===== config.mk =====
export PLATFORM = sky130hd
export DESIGN_NAME = lfp_top
export DESIGN_NICKNAME = d
export VERILOG_FILES = /design/src/include/lfp_pkg.sv /design/src/verilog/lfp_chan.sv /design/src/verilog/lfp_top.sv
export SDC_FILE = /design/constraint.sdc
export NUM_CORES = 1
export LEC_CHECK = 0
export BUFFER_PORTS_ARGS = -buffer_cell sky130_fd_sc_hd__buf_2
export CAP_MARGIN = 10
export CORE_ASPECT_RATIO = 0.6
export CORE_UTILIZATION = 50
export DETAILED_ROUTE_END_ITERATION = 6
export PLACE_DENSITY = 0.67
export SYNTH_ARGS = -nofsm -noshare
export SYNTH_HDL_FRONTEND = slang
export SYNTH_HIERARCHICAL = 1
export SYNTH_SLANG_ARGS = --single-unit

===== constraint.sdc =====
create_clock -name CLK_IN -period 2.3 [get_ports CLK_IN]
set_input_delay 0.345 -clock CLK_IN [delete_from_list [all_inputs] [get_ports CLK_IN]]
set_output_delay 0.345 -clock CLK_IN [all_outputs]
set_load 0.03 [all_outputs]

===== src/include/lfp_pkg.sv =====
/*
 Constants for the LED channel fault-protection block.
 Assumes a 100 MHz core clock.
*/
package lfp_pkg;
   localparam int NUM_CH = 6;
   localparam int CLK_MHZ = 100;
   // Timeouts
   localparam int HOT_TIMEOUT_US = 800;
   localparam int HOT_TIMEOUT_CYC = HOT_TIMEOUT_US * CLK_MHZ;
   localparam int OPEN_PWM_CYCLES = 6;
   localparam int SHORT_CHECK_MS = 1;
   localparam int SHORT_CHECK_CYC = SHORT_CHECK_MS * 1000 * CLK_MHZ;
   // Current scale codes, in quarters of the initial setting
   localparam logic [2:0] SCALE_FULL = 3'h4;
   localparam logic [2:0] SCALE_75 = 3'h3;
   localparam logic [2:0] SCALE_50 = 3'h2;
   localparam logic [2:0] SCALE_25 = 3'h1;
   localparam logic [2:0] SCALE_RESET = SCALE_FULL;
   typedef enum logic [1:0] {
      LFP_RUN,
      LFP_HOT,
      LFP_LOCKED
   } lfp_state_e;
endpackage


===== src/verilog/lfp_chan.sv =====
/*
 One LED channel: good/open classification, timeout and latched disable.
 Assumes synchronised comparator levels and a one-cycle PWM period tick.
*/
`timescale 1ns/1ps
module lfp_chan #(
   parameter int HOT_CYC = lfp_pkg::HOT_TIMEOUT_CYC,
   parameter int PWM_CYC = lfp_pkg::OPEN_PWM_CYCLES
) (
   input wire logic clk_in,
   input wire logic rst_n_in,
   input wire logic at_target_in,
   input wire logic high_volt_in,
   input wire logic pwm_tick_in,
   input wire logic hot_in,
   input wire logic ovp_in,
   input wire logic active_in,
   output logic disabled_out
);
   localparam int CW = $clog2(HOT_CYC + 1);

   if (HOT_CYC < 1 || PWM_CYC < 1 || PWM_CYC > 16) begin : g_chk
      $error("lfp_chan: bad parameter");
   end

   logic good_q;
   logic open_q;
   logic [CW-1:0] hot_cnt_q;
   logic [3:0] pwm_cnt_q;
   logic open_now;
   logic expire;

   // Open: fell from good, or not good during lower OTP or overvoltage
   assign open_now = active_in && !at_target_in && (good_q || hot_in || ovp_in);
   assign expire = open_q && ((hot_in && hot_cnt_q == CW'(HOT_CYC - 1)) ||
                              (pwm_tick_in && pwm_cnt_q == 4'(PWM_CYC - 1)));

   always_ff @(posedge clk_in) begin
      if (!rst_n_in || disabled_out) begin
         good_q <= 1'b0;
      end else if (active_in && at_target_in) begin
         good_q <= 1'b1;
      end else if (open_now) begin
         good_q <= 1'b0;
      end
   end

   always_ff @(posedge clk_in) begin
      if (!rst_n_in) begin
         open_q <= 1'b0;
      end else begin
         open_q <= open_now || (open_q && active_in && !at_target_in);
      end
   end

   always_ff @(posedge clk_in) begin
      if (!rst_n_in || !open_q || at_target_in) begin
         hot_cnt_q <= '0;
         pwm_cnt_q <= 4'h0;
      end else begin
         if (hot_in) begin
            hot_cnt_q <= hot_cnt_q + CW'(1);
         end
         if (pwm_tick_in) begin
            pwm_cnt_q <= pwm_cnt_q + 4'h1;
         end
      end
   end

   always_ff @(posedge clk_in) begin
      if (!rst_n_in) begin
         disabled_out <= 1'b0;
      end else if (active_in && (high_volt_in || expire)) begin
         disabled_out <= 1'b1;
      end
   end
endmodule // lfp_chan


===== src/verilog/lfp_top.sv =====
/*
 Fault-protection control for a six-channel LED driver.
 Assumes comparator results arrive asynchronously; enable low acts as reset.
*/
// Summary of operation
// - Lower over-temperature makes any channel below target an open channel.
// - Above lower threshold an open channel is disabled after 800 us.
// - Upper over-temperature stops boost and all current sources.
// - After cooling to about 100 degC restart at 75 percent current.
// - Further upper events repeat, stepping current to 50 then 25 percent.
// - Over-temperature never powers down; only enable low or a short does.
// - A short below 7.5 V without upper event stays enabled.
// - An open channel is switched off after 6 PWM cycles.
// - Channel above 7.5 V from zener open goes off four clocks after the input rises, with no PWM count.
// - On overvoltage, channels below target go off after PWM timeout.
// - Overvoltage sense is watched for falls below 20 percent.
// - Output or switch node short shuts down until enable goes low.
// - A channel above about 7.5 V is disabled as a short.
// - Channel at target is good; later drop below target means open.
`timescale 1ns/1ps
module lfp_top #(
   parameter int NCH = lfp_pkg::NUM_CH,
   parameter int HOT_CYC = lfp_pkg::HOT_TIMEOUT_CYC,
   parameter int SHORT_CYC = lfp_pkg::SHORT_CHECK_CYC
) (
   input wire logic CLK_IN,
   input wire logic RST_N_IN,
   input wire logic ENABLE_IN,
   input wire logic [NCH-1:0] CH_AT_TARGET_IN,
   input wire logic [NCH-1:0] CH_HIGH_VOLT_IN,
   input wire logic PWM_PERIOD_IN,
   input wire logic TEMP_LOW_IN,
   input wire logic TEMP_HIGH_IN,
   input wire logic TEMP_COOL_IN,
   input wire logic OVERVOLTAGE_SENSE_HIGH_IN,
   input wire logic OVERVOLTAGE_SENSE_LOW_IN,
   input wire logic SWITCH_NODE_OK_IN,
   output logic [NCH-1:0] CH_ENABLE_OUT,
   output logic [NCH-1:0] CH_FAULT_OUT,
   output logic BOOST_RUN_OUT,
   output logic [2:0] CURRENT_SCALE_OUT,
   output logic THERMAL_SHDN_OUT,
   output logic SHORT_SHDN_OUT,
   output logic ACTIVE_OUT
);
   localparam int NIN = 2 * NCH + 8;
   localparam int SW = $clog2(SHORT_CYC + 1);

   if (NCH < 1 || HOT_CYC < 1 || SHORT_CYC < 1) begin : g_chk
      $error("lfp_top: bad parameter");
   end

   logic [NIN-1:0] raw;
   logic [NIN-1:0] sync1_q;
   logic [NIN-1:0] sync2_q;
   logic [NCH-1:0] at_target;
   logic [NCH-1:0] high_volt;
   logic pwm_s, pwm_prev_q, pwm_tick;
   logic hot, upper, cool, overvoltage_sense, ovp_low, lx_ok, en;
   logic run;
   logic short_trip;
   logic ovp_seen_q;
   logic [SW-1:0] start_cnt_q;
   logic [NCH-1:0] ch_dis;
   lfp_pkg::lfp_state_e state_q;
   logic [2:0] scale_q;

   assign raw = {ENABLE_IN, SWITCH_NODE_OK_IN, OVERVOLTAGE_SENSE_LOW_IN,
                 OVERVOLTAGE_SENSE_HIGH_IN, TEMP_COOL_IN, TEMP_HIGH_IN, TEMP_LOW_IN,
                 PWM_PERIOD_IN, CH_HIGH_VOLT_IN, CH_AT_TARGET_IN};

   // Two-stage synchronisers
   always_ff @(posedge CLK_IN) begin
      if (!RST_N_IN) begin
         sync1_q <= '0;
         sync2_q <= '0;
      end else begin
         sync1_q <= raw;
         sync2_q <= sync1_q;
      end
   end

   assign at_target = sync2_q[NCH-1:0];
   assign high_volt = sync2_q[2*NCH-1:NCH];
   assign pwm_s = sync2_q[2*NCH];
   assign hot = sync2_q[2*NCH+1];
   assign upper = sync2_q[2*NCH+2];
   assign cool = sync2_q[2*NCH+3];
   assign overvoltage_sense = sync2_q[2*NCH+4];
   assign ovp_low = sync2_q[2*NCH+5];
   assign lx_ok = sync2_q[2*NCH+6];
   assign en = sync2_q[2*NCH+7];

   always_ff @(posedge CLK_IN) begin
      if (!RST_N_IN) begin
         pwm_prev_q <= 1'b0;
      end else begin
         pwm_prev_q <= pwm_s;
      end
   end
   assign pwm_tick = pwm_s && !pwm_prev_q;

   // Channels only judged while running normally
   assign run = en && (state_q == lfp_pkg::LFP_RUN);

   for (genvar i = 0; i < NCH; i++) begin : g_ch
      lfp_chan #(
         .HOT_CYC(HOT_CYC),
         .PWM_CYC(lfp_pkg::OPEN_PWM_CYCLES)
      ) u_chan (
         .clk_in(CLK_IN),
         .rst_n_in(RST_N_IN && en),
         .at_target_in(at_target[i]),
         .high_volt_in(high_volt[i]),
         .pwm_tick_in(pwm_tick),
         .hot_in(hot),
         .ovp_in(overvoltage_sense),
         .active_in(run),
         .disabled_out(ch_dis[i])
      );
   end

   // Thermal state: enable low and a short lock are the only power-downs
   always_ff @(posedge CLK_IN) begin
      if (!RST_N_IN || !en) begin
         state_q <= lfp_pkg::LFP_RUN;
         scale_q <= lfp_pkg::SCALE_RESET;
      end else begin
         unique case (state_q)
            lfp_pkg::LFP_RUN: begin
               if (upper) begin
                  state_q <= lfp_pkg::LFP_HOT;
               end
            end
            lfp_pkg::LFP_HOT: begin
               if (cool) begin
                  state_q <= lfp_pkg::LFP_RUN;
                  if (scale_q != lfp_pkg::SCALE_25) begin
                     scale_q <= scale_q - 3'h1;
                  end
               end
            end
            lfp_pkg::LFP_LOCKED: begin
               state_q <= lfp_pkg::LFP_LOCKED;
            end
         endcase
         if (short_trip) begin
            state_q <= lfp_pkg::LFP_LOCKED;
         end
      end
   end

   // Output short detection: switch node from the end of the start window on, sense collapse later
   assign short_trip = (start_cnt_q == SW'(SHORT_CYC) && !lx_ok) ||
                       (ovp_seen_q && ovp_low);

   // Start-up window counter
   always_ff @(posedge CLK_IN) begin
      if (!RST_N_IN || !en) begin
         start_cnt_q <= '0;
      end else if (start_cnt_q != SW'(SHORT_CYC)) begin
         start_cnt_q <= start_cnt_q + SW'(1);
      end
   end

   // Sense must rise above the low level before a collapse counts
   always_ff @(posedge CLK_IN) begin
      if (!RST_N_IN || !en) begin
         ovp_seen_q <= 1'b0;
      end else if (!ovp_low) begin
         ovp_seen_q <= 1'b1;
      end
   end

   // Channel outputs; shorted channel below 7.5 V stays on
   always_ff @(posedge CLK_IN) begin
      if (!RST_N_IN) begin
         CH_ENABLE_OUT <= '0;
         CH_FAULT_OUT <= '0;
      end else begin
         CH_ENABLE_OUT <= run ? ~ch_dis : '0;
         CH_FAULT_OUT <= ch_dis;
      end
   end

   // Boost switching permission
   always_ff @(posedge CLK_IN) begin
      if (!RST_N_IN) begin
         BOOST_RUN_OUT <= 1'b0;
      end else begin
         BOOST_RUN_OUT <= run && !upper;
      end
   end

   // Current scale
   always_ff @(posedge CLK_IN) begin
      if (!RST_N_IN) begin
         CURRENT_SCALE_OUT <= lfp_pkg::SCALE_RESET;
      end else begin
         CURRENT_SCALE_OUT <= scale_q;
      end
   end

   // Thermal status
   always_ff @(posedge CLK_IN) begin
      if (!RST_N_IN) begin
         THERMAL_SHDN_OUT <= 1'b0;
      end else begin
         THERMAL_SHDN_OUT <= en && state_q == lfp_pkg::LFP_HOT;
      end
   end

   // Short and activity status
   always_ff @(posedge CLK_IN) begin
      if (!RST_N_IN) begin
         SHORT_SHDN_OUT <= 1'b0;
         ACTIVE_OUT <= 1'b0;
      end else begin
         SHORT_SHDN_OUT <= en && state_q == lfp_pkg::LFP_LOCKED;
         ACTIVE_OUT <= en && state_q != lfp_pkg::LFP_LOCKED;
      end
   end
endmodule // lfp_top


# --- Word-level counts from Yosys, hierarchy flattened ---
# Cells that the tools add are included.
word_totals:
  register_bits: 227
  inputBits: 22
  out_inout_bits: 19
  elab_cells: 241
classes:
  n_addsub: 14
  eq_ne: 22
  n_mux: 16
  n_bitwise: 1
  n_reduce_logical: 143
op_table:
  columns: ["cell", "n"]
  rows:
  - ["17-bit by 1-bit adder with 17-bit output, second input constant", 7]
  - ["17-bit == test, second input constant", 7]
  - ["1-bit logical AND", 63]
  - ["1-bit logical OR", 50]
  - ["4-bit by 1-bit adder with 4-bit output, second input constant", 6]
  - ["4-bit by 3-bit == test with 1-bit output, second input constant", 6]
  - ["1-bit zero test", 18]
  - ["17-bit inequality test, second input constant", 1]
  - ["1-bit two-way mux", 12]
  - ["2-bit nonzero test", 6]
  - ["2-bit two-way mux", 3]
  - ["2-bit inequality test, second input constant", 3]
  - ["3-bit inequality test, second input constant", 2]
  - ["6-bit inverter", 1]
  - ["2-bit one-hot mux with 3 select lines", 1]
  - ["2-bit AND reduction", 3]
  - ["3-bit by 1-bit inequality test with 1-bit output, second input constant", 1]
  - ["3-bit AND reduction", 1]
  - ["3-bit by 1-bit subtractor with 3-bit output, second input constant", 1]
  - ["2-bit by 1-bit == test with 1-bit output, second input constant", 1]
  - ["2-bit == test, second input constant", 1]
  - ["2-bit zero test", 1]
  - ["2-bit OR reduction", 1]

# --- Longest topological paths before layout ---
# Gate-level depths: netlist (run 1).
logic_depth:
  depth_word: 7
  depth_mapped: 6
  ltp_nobuf: 6

# --- Modules after synthesis ---
# The synthesis (run 1) kept the hierarchy.
by_module_without_submodules:
  columns: ["mod", "n_inst", "cells_each", "area_each_um2", "seq_area_each_um2"]
  rows:
  - ["lfp_chan", 6, 122, 1106.1, 480.5]
  - ["lfp_top", 1, 258, 2750.1, 1661.6]

# --- Worst setup path after synthesis (run 1) ---
# OpenSTA, ideal clock, no wires.
synth_timing:
  path_type: "register to register"
  from: "reg sync2_q[12]"
  to: "reg g_ch[0].u_chan.pwm_cnt_q[3]"
  setup_time_ns: 0.128
  arrival_time_ns: 2.137
  required_ns: 2.172
  setup_slack_ns: 0.036
  path_stages_with_launch: 5
  path_buffers: 0
  period_less_slack_ns: 2.264
  path_cell_list: "dfxtp_1 nor2b_1 nand4_1 xor2_1 nor2_1"
synth_between:
  elab_chain_len: 1
synth_rtl:
  columns: ["element", "line", "text"]
  rows:
  - ["start, declared", "lfp_top.sv:55", "logic [NIN-1:0] sync2_q;"]
  - ["start signal, assigned", "lfp_top.sv:79", "sync2_q <= sync1_q;"]
  - ["1-bit logical AND", "lfp_top.sv:101", "assign pwm_tick = pwm_s && !pwm_prev_q;"]
  - ["net pwm_tick", "lfp_top.sv:58", "logic pwm_s, pwm_prev_q, pwm_tick;"]
  - ["end signal, assigned", "lfp_chan.sv:65", "pwm_cnt_q <= pwm_cnt_q + 4'h1;"]
  - ["end, declared", "lfp_chan.sv:29", "logic [3:0] pwm_cnt_q;"]
# The timed path passes the listed nets, and every way through them passes these cells.
# A chain may end at the register's enable or synchronous reset.

==> impl_metrics.ini, run 1 <==
[sta]
worst_slew_pin_slew_ps = 442
period_needed_ps = 1810
rsz0062_at_grt = no
hold_violations = 0
setup_violations = 0
slew_viol_final = 0
fin_setup_tns_ps = 0
slew_headroom_pct = 70.4
fmax_ghz = 0.553
period_share_pct = 78.7
finalClockSkew_ps = 19.5

[cts]
cts.repair.resized = 0
postCtsHoldBufs = 0
clk_pin_slew_worst_paths_ps = 60
postCtsSetupBuffers = 0
cts_tree = built
root_buffer = clkbuf_16
clock_tree.buffer_depth = 3
numClockSinks = 227
clk_latency_ps = 500
cts_max_level = 1
cts-buffers-inserted = 21

[global_route]
met1_usage_pct = 31.6
track_usage_pct = 19.5
grt-ovfl-total = 0
grt_max_degree = 52
grt.busiest_layer = met1
grt_pass1_wl_mm = 30.6
grt_pass1_vias = 6117
met3_usage_pct = 3.31
antenna_found_initial = 0
grt_use_met2_pct = 25.9

[synthesis]
synth_flop_cell = dfxtp_1
synth_cells = 990
ys_async_sr_fraction_pct = 0
synth_top_cells_by_area = dfxtp_1 48%, nor2_1 5.2%, xor2_1 4.8%
yosysTopAreaCellShare_pct = 48.4
synth_nets = 1037
yosys.area.top_type = dfxtp_1
ys_top_cells_by_count = 227 x dfxtp_1, 130 x nor2_1, 75 x nand2_1, 51 x xor2_1, 50 x and2_1
synth-seq-cells = 227
synth_cell_types = 44
syn_avg_cell_area_sq_um = 9.48
synth_area_sq_mm = 0.00939
synth_edf_count = 0
synth.most_common_cell = dfxtp_1
ys_seq_area_share_pct = 48.4
ys_warn_count = 6

[detailed_routing]
wire_per_inst_um = 14.0
vias = 6923
drt_pass1_iterations = 5
totalWireLength_mm = 18.2
ant_nets = 0
vias_per_cell = 5.33
drcViolationCount = 0
first_iter_violations = 461

[worst_setup_path]
cp-end-kind = flip-flop
timing.rr.start = sync2_q[13]$_SDFF_PN0_
r2r_slack_ps = 490
start_kind = flip-flop
cp.arrival_ps = 2250
critical_path_class = reg -> reg
cp_data_required_time_ps = 2740
reg2reg_to = g_ch[3].u_chan/hot_cnt_q[16]$_SDFFE_PP0P_
crit_fanout = 18
r2r_cells = 5

[die]
die_h_um = 108
floorplan.initialDensity_pct = 51.5
boundaryPins = 41
die-area_sq_mm = 0.0193
core_sq_mm = 0.0182
die_w_um = 179
fp-row-count = 38

[worst_hold_path]
min_to = sync1_q[9]$_SDFF_PN0_
hold_depth = 2
min-delay-start = CH_HIGH_VOLT_IN[3]
min-delay-path-class = in -> reg

[final_layout]
syn_to_final_growth_pct = 13.2
drive_above_1_share_pct = 11.5
fin_util_pct = 58.4
nFillCells = 1582
layout.cells.non_filler = 1298
n_antenna_cell = 0
final_nets = 1091
seq_area_sq_mm = 0.00455
multiInputGateArea_sq_mm = 0.00457

[placed_design]
port_buffers = 40
hpwl_mm = 12.5
gp_congestion = 0.829
placedCellCount = 1261

[power]
ir_drop_mv = 0.450
power.leakage_nw = 3.77
pwr_density_cell_mw_per_mm2 = 726

[run]
max_cap_viol_count = 0

[status]
outcome = completed
critical path, cell delays in order (launching register included):
cell and delay [ps]:
dfxtp_2 430, buf_12 180, and4_1 380, nand4_2 190, or4_1 500, nand2_1 80
layout make-up:
class,count,share of cell area (%)
tap,240,2.83
inverter,21,0.742
clock inverter,12,1.57
timing repair buffer,68,3.98
multi-input combinational,705,43.0
clock buffer,25,5.09
sequential,227,42.8
cell usage in the layout, fill, tap and decap left out, types with 24 or more instances in the layout:
cell,Yosys,routed
xor2_1,51,51
xnor2_1,48,48
buf_4,12,27
nor2_1,130,130
a21oi_1,29,29
nand2_1,75,75
nand4_1,47,47
or4_1,24,24
buf_2,6,40
dfxtp_1,227,226
ha_1,25,25
and2_1,50,50
registers in the layout, indices dropped and copies added, names as in the netlist, 2 cells and up:
register,cells
g_ch.u_chan/pwm_cnt_q,24
g_ch.u_chan/open_q,6
sync2_q,20
state_q,2
g_ch.u_chan/good_q,6
sync1_q,20
start_cnt_q,17
CH_ENABLE_OUT,6
scale_q,3
CURRENT_SCALE_OUT,3
g_ch.u_chan/hot_cnt_q,102
CH_FAULT_OUT,6
g_ch.u_chan/disabled_out,6
cell families (layout without fill, tap and decap cells):
logic type | count (synthesis) | after routing | share of synthesized area (%)
mux | 15 | 15 | 1.60
fa+ha+maj | 25 | 25 | 3.33
xor+xnor | 99 | 99 | 9.24
compound gates | 75 | 75 | 4.56
simple gates | 491 | 491 | 30.0
buf+inv | 58 | 126 | 2.88
flops | 227 | 227 | 48.4
per-layer routing:
metal	routed length [um]	share of wire [%]	vias to the layer above
li1	-	-	3576
met1	10200	56	3193
met2	6900	38	129
met3	802	4.4	25
met4	291	1.6	0
met5	0	0	-
report_power, final:
| group | switching (mW) | internal (mW) |
|---|---|---|
| Clock | 1.46 | 2.14 |
| Combinational | 0.0738 | 0.0645 |
| Sequential | 0.0175 | 3.97 |
| Total | 1.55 | 6.17 |
worst max-delay path by stage:
stage                            from                                   endpoint  slack, ps  cells past startpoint
2_1_floorplan  sync2_q[12]$_SDFF_PN0_   g_ch[0].u_chan/pwm_cnt_q[3]$_SDFFE_PP0P_         40                      4
3_3_place_gp                 RST_N_IN  g_ch[0].u_chan/hot_cnt_q[14]$_SDFFE_PP0P_        530                      7
3_5_place_dp                 RST_N_IN  g_ch[0].u_chan/hot_cnt_q[14]$_SDFFE_PP0P_        510                      7
4_1_cts        sync2_q[13]$_SDFF_PN0_  g_ch[3].u_chan/hot_cnt_q[16]$_SDFFE_PP0P_        510                      5
5_1_grt        sync2_q[13]$_SDFF_PN0_  g_ch[5].u_chan/hot_cnt_q[15]$_SDFFE_PP0P_        350                      6
6_report       sync2_q[13]$_SDFF_PN0_  g_ch[3].u_chan/hot_cnt_q[16]$_SDFFE_PP0P_        490                      5
stage by stage:
step / instance area [sq um] / setup WS, ps / power [mW] / hold WS, ps
5_1_grt: 10600 / 352 / 8.01 / 28.9
2_1_floorplan: 9390 / 35.9 / 4.16 / 393
3_5_place_dp: 9920 / 507 / 4.21 / 419
4_1_cts: 10600 / 513 / 7.80 / 36.0
3_3_place_gp: 9920 / 535 / 4.21 / 415
6_report: 10600 / 491 / 7.72 / 46.0
(Power assumes the default switching activity.)
==> run 2: changes to the inputs <==
- PLACE_DENSITY: 0.67 -> 0.65
- clock period: 2.3 -> 1.7 ns (I/O delays scaled with it)
==> impl_metrics.ini, run 2 (same netlist as run 1, synthesis figures left out) <==
[status]
outcome = completed

[final_layout]
syn_to_final_growth_pct = 19.3
n_antenna_cell = 0
final_nets = 1144
largest-register = g_ch.u_chan/hot_cnt_q
mostFrequentLayoutCell = dfxtp_1
largest_reg_flops = 102
mostFrequentLayoutCells = 218 x dfxtp_1, 130 x nor2_1, 75 x nand2_1, 55 x buf_4, 51 x xor2_1
fin_util_pct = 61.5
design_area_sq_mm = 0.0112
top_regs = g_ch.u_chan/hot_cnt_q x102, g_ch.u_chan/pwm_cnt_q x24
layout.cells.non_filler = 1352
drive_above_1_share_pct = 15.7

[worst_setup_path]
r2r_slack_ps = 90
cp_data_required_time_ps = 2140
start_kind = flip-flop
path_depth = 5
crit_chain = ha_1 -> and4_4 -> nand4_2 -> or4_1 -> nand2_1
reg2reg_to = g_ch[1].u_chan/hot_cnt_q[16]$_SDFFE_PP0P_
crit_buf_inv = 0
crit_fanout = 6
cp-end-kind = flip-flop
cp_slowest_stage_delay_ps = 490
timing.rr.start = g_ch[1].u_chan/hot_cnt_q[1]$_SDFFE_PP0P_
crit_path_top_delay_cell = or4_1
crit_end = g_ch[1].u_chan/hot_cnt_q[16]$_SDFFE_PP0P_
r2r_cells = 5
cp.arrival_ps = 2050
cpLargestDelayFamily = simple AND/OR/NAND/NOR gates
critical_path_class = reg -> reg
critPathLaunch = g_ch[1].u_chan/hot_cnt_q[1]$_SDFFE_PP0P_

[detailed_routing]
first_iter_violations = 468
drt_pass1_iterations = 5
totalWireLength_mm = 18.9
vias = 7068
vias_per_cell = 5.23
ant_nets = 0
wire_per_inst_um = 14.0
drcViolationCount = 0

[sta]
fin_hold_ws_ps = 274
fin_ws_ps = 88.7
slew_viol_final = 0
period_needed_ps = 1610
slew_headroom_pct = 71.8
finalClockSkew_ps = 22.1
setup_violations = 0
period_share_pct = 94.8
fmax_ghz = 0.621
fin_setup_tns_ps = 0
hold_violations = 0
rsz0062_at_grt = no
worst_slew_pin_slew_ps = 419

[worst_hold_path]
min-delay-path-class = in -> reg
hold_depth = 3

[global_route]
grt_pass1_wl_mm = 31.0
grt-ovfl-total = 0
antenna_found_initial = 0
grt_max_degree = 52
grt_pass1_vias = 6172
track_usage_pct = 19.7

[placed_design]
dpl_worst_slack_ps = 10.4
gp_congestion = 0.866
port_buffers = 40
hpwl_mm = 12.6
placedCellCount = 1290
dpl_cell_area_sq_mm = 0.0102

[cts]
clk_latency_ps = 510
root_buffer = clkbuf_16
clock_tree.buffer_depth = 3
clk_pin_slew_worst_paths_ps = 70
numClockSinks = 227
cts_max_level = 1
cts-buffers-inserted = 21
cts_tree = built

[die]
die-area_sq_mm = 0.0193
die_h_um = 108
floorplan.initialDensity_pct = 51.5
boundaryPins = 41
core_sq_mm = 0.0182
fp-row-count = 38
die_w_um = 179

[power]
ir_drop_mv = 0.729
power_mw = 10.3
pwr_density_cell_mw_per_mm2 = 920
power.leakage_nw = 4.08

[run]
max_cap_viol_count = 0
==> run 2: cell types whose count changed in the layout (fill, tap and decap cells not counted), moves of 4 or more <==
cell,previous run,this run
dlygate4sd3_1,0,20
clkinv_2,6,2
dfxtp_1,226,218
buf_12,1,6
dfxtp_2,1,8
and4_1,14,8
buf_4,27,55
clkbuf_8,0,5
==> run 2: metal layers <==
metal	track usage (%)	up-vias	routed length [um]	part of all wire, %
li1	-	3676	-	-
met1	32.0	3260	10600	56
met2	26.4	111	7310	39
met3	3.52	21	822	4.3
met4	3.27	0	216	1.1
met5	0	-	0	0
==> run 2: how the worst min path moves through the flow <==
| stage | startpoint | end | slack (ps) |
|---|---|---|---|
| after floorplan | CH_AT_TARGET_IN[0] | sync1_q[0]$_SDFF_PN0_ | 380 |
| after global placement | sync1_q[12]$_SDFF_PN0_ | sync2_q[12]$_SDFF_PN0_ | 420 |
| after detailed placement | sync1_q[9]$_SDFF_PN0_ | sync2_q[9]$_SDFF_PN0_ | 420 |
| after CTS | RST_N_IN | start_cnt_q[4]$_SDFFE_PN0P_ | 260 |
| after global routing | RST_N_IN | start_cnt_q[8]$_SDFFE_PN0P_ | 280 |
| final | RST_N_IN | CURRENT_SCALE_OUT[2]$_SDFF_PN1_ | 270 |
==> run 2: worst register-to-register path: cells and delay by family, from the launching register on <==
kind / cells / cell delay (ps)
and+or+nand+nor: 4 / 1000
DFF: 1 / 370
adders and majority gates: 1 / 180
==> run 2: final cells by class <==
type,instances,area (sq um)
Inverter,21,78.8
Sequential cell,227,4560
Timing Repair Buffer,121,933
Clock inverter,8,80.1
Fill cell,1498,7010
Clock buffer,30,609
Tap cell,240,300
Multi-Input combinational cell,705,4640
==> run 2: repair_timing <==
action | in CTS | in global routing
endpoints found under the setup margin | 2 | 24
endpoints found under the hold margin | 20 | 0
hold buffers | 20 | 0
gates resized for setup | 1 | 25
buffers inserted | 0 | 4
pin swaps | 0 | 2
cloned | 0 | 0
==> run 2: where the power goes <==
| group | internal (mW) | switching (mW) | total [mW] |
|---|---|---|---|
| logic | 0.128 | 0.109 | 0.237 |
| clock network | 2.67 | 2.01 | 4.68 |
| registers | 5.37 | 0.0239 | 5.39 |
==> run 3: changes to the inputs <==
- CTS_CLUSTER_DIAMETER: default -> 100
- SETUP_SLACK_MARGIN: default -> 0.5
==> impl_metrics.ini, run 3 (same netlist as run 1, synthesis figures left out) <==
[final_layout]
multiInputGateArea_sq_mm = 0.00587
mostFrequentLayoutCell = dfxtp_1
drive_above_1_share_pct = 41.4
top_regs = g_ch.u_chan/hot_cnt_q x102, g_ch.u_chan/pwm_cnt_q x24
n_antenna_cell = 0
largest_reg_flops = 102
final_nets = 1231
seq_area_sq_mm = 0.00467
design_area_sq_mm = 0.0138
nFillCells = 1175
largest-register = g_ch.u_chan/hot_cnt_q
syn_to_final_growth_pct = 47.1
layout.cells.non_filler = 1437
mostFrequentLayoutCells = 160 x dfxtp_1, 81 x nor2_1, 72 x buf_4, 64 x buf_6, 58 x nand2_1
fin_util_pct = 75.8

[worst_setup_path]
cp-end-kind = flip-flop
crit_path_top_delay_cell = or4_1
path_depth = 5
crit_chain = buf_12 -> and4_4 -> nand4_4 -> or4_1 -> nand2_1
cp.arrival_ps = 2010
crit_fanout = 5
critical_path_class = reg -> reg
start_kind = flip-flop
critPathLaunch = sync2_q[13]$_SDFF_PN0_
r2r_slack_ps = 120
crit_end = g_ch[1].u_chan/hot_cnt_q[14]$_SDFFE_PP0P_
cpLargestDelayFamily = simple AND/OR/NAND/NOR gates
timing.rr.start = sync2_q[13]$_SDFF_PN0_
cp_slowest_stage_delay_ps = 540
reg2reg_to = g_ch[1].u_chan/hot_cnt_q[14]$_SDFFE_PP0P_
cp_data_required_time_ps = 2140
r2r_cells = 5
crit_buf_inv = 1

[sta]
period_share_pct = 92.7
period_needed_ps = 1580
slew_viol_final = 0
setup_violations = 0
hold_violations = 0
fin_ws_ps = 124
finalClockSkew_ps = 11.3
fin_hold_ws_ps = 306
fin_setup_tns_ps = 0
fmax_ghz = 0.635
worst_slew_pin_slew_ps = 813
slew_headroom_pct = 45.7
rsz0062_at_grt = yes

[placed_design]
gp_congestion = 0.789
dpl_worst_slack_ps = 36.4
port_buffers = 40
hpwl_mm = 12.5
placedCellCount = 1278
dpl_cell_area_sq_mm = 0.0103

[detailed_routing]
drt_pass1_iterations = 5
wire_per_inst_um = 17.5
drcViolationCount = 0
first_iter_violations = 559
vias_per_cell = 5.49
totalWireLength_mm = 25.1
vias = 7893
ant_nets = 0

[power]
ir_drop_mv = 0.827
power.share.clock_pct = 47.0
p_seq_share_pct = 49.8
swShare_pct = 20.5
power_mw = 10.8
power.leakage_nw = 5.29
p_sw_mw = 2.21
power_frac_comb_pct = 3.2
internal_power_mw = 8.58
pwr_density_cell_mw_per_mm2 = 782

[global_route]
grt_max_degree = 52
antenna_found_initial = 0
track_usage_pct = 24.3
grt_pass1_vias = 7318
grt_pass1_wl_mm = 37.6
grt-ovfl-total = 0

[die]
floorplan.initialDensity_pct = 51.5
fp-row-count = 38
die_h_um = 108
die-area_sq_mm = 0.0193
core_sq_mm = 0.0182
die_w_um = 179
boundaryPins = 41

[cts]
cts-buffers-inserted = 21
clk_pin_slew_worst_paths_ps = 70
clk_latency_ps = 500
root_buffer = clkbuf_16
numClockSinks = 227
cts_max_level = 1
clock_tree.buffer_depth = 3
cts_tree = built

[worst_hold_path]
min-delay-path-class = in -> reg

[run]
max_cap_viol_count = 0

[status]
outcome = completed
run 3: final cells by class:
| class | count | share of cell area, % |
|---|---|---|
| well taps | 240 | 2.18 |
| clock buffers | 28 | 4.29 |
| multi-input cells | 707 | 42.5 |
| repair buffers | 206 | 15.5 |
| clock inverters | 8 | 1.05 |
| flip-flops and latches | 227 | 33.8 |
| inverters | 21 | 0.634 |
run 3: repair_timing:
item | in CTS | in global routing
endpoints found under the setup margin | 185 | 189
hold endpoints to repair | 20 | 0
hold buffers | 20 | 0
gates cloned | 9 | 3
resized for setup | 239 | 193
buffers inserted | 54 | 37
pin swaps | 115 | 103
run 3: tightest hold or removal path, cell delays in order:
cell,delay (ps)
buf_2,120
nand2_4,60
buf_4,220
nor2_1,110
run 3: power by group through the flow:
stage / Sequential [mW] / Clock [mW] / Combinational [mW]
2_1_floorplan: 5.51 / 0 / 0.121
3_3_place_gp: 5.52 / 0 / 0.189
3_5_place_dp: 5.52 / 0 / 0.190
4_1_cts: 5.38 / 5.15 / 0.305
5_1_grt: 5.38 / 5.38 / 0.368
6_report: 5.37 / 5.08 / 0.345
run 3: worst min path at each step:
stage                                         endpoint  cells past startpoint  slack [ps]             startpoint
after floorplan                  sync1_q[0]$_SDFF_PN0_                      1         380     CH_AT_TARGET_IN[0]
after global placement           sync2_q[9]$_SDFF_PN0_                      1         420  sync1_q[9]$_SDFF_PN0_
after detailed placement         sync2_q[2]$_SDFF_PN0_                      1         420  sync1_q[2]$_SDFF_PN0_
after CTS                        ACTIVE_OUT$_SDFF_PN0_                      4         270               RST_N_IN
after global routing      start_cnt_q[16]$_SDFFE_PN0P_                      4         320               RST_N_IN
final                      start_cnt_q[5]$_SDFFE_PN0P_                      4         310               RST_N_IN
run 3: metal layers:
layer / GRT usage (%) / vias up / part of all wire [%] / wire length (um)
met5: 0 / - / 0 / 0
met4: 5.45 / 0 / 2.2 / 551
met3: 3.59 / 40 / 5.0 / 1260
met2: 36.5 / 218 / 45 / 11300
met1: 36.5 / 3774 / 48 / 12000
li1: - / 3861 / - / -
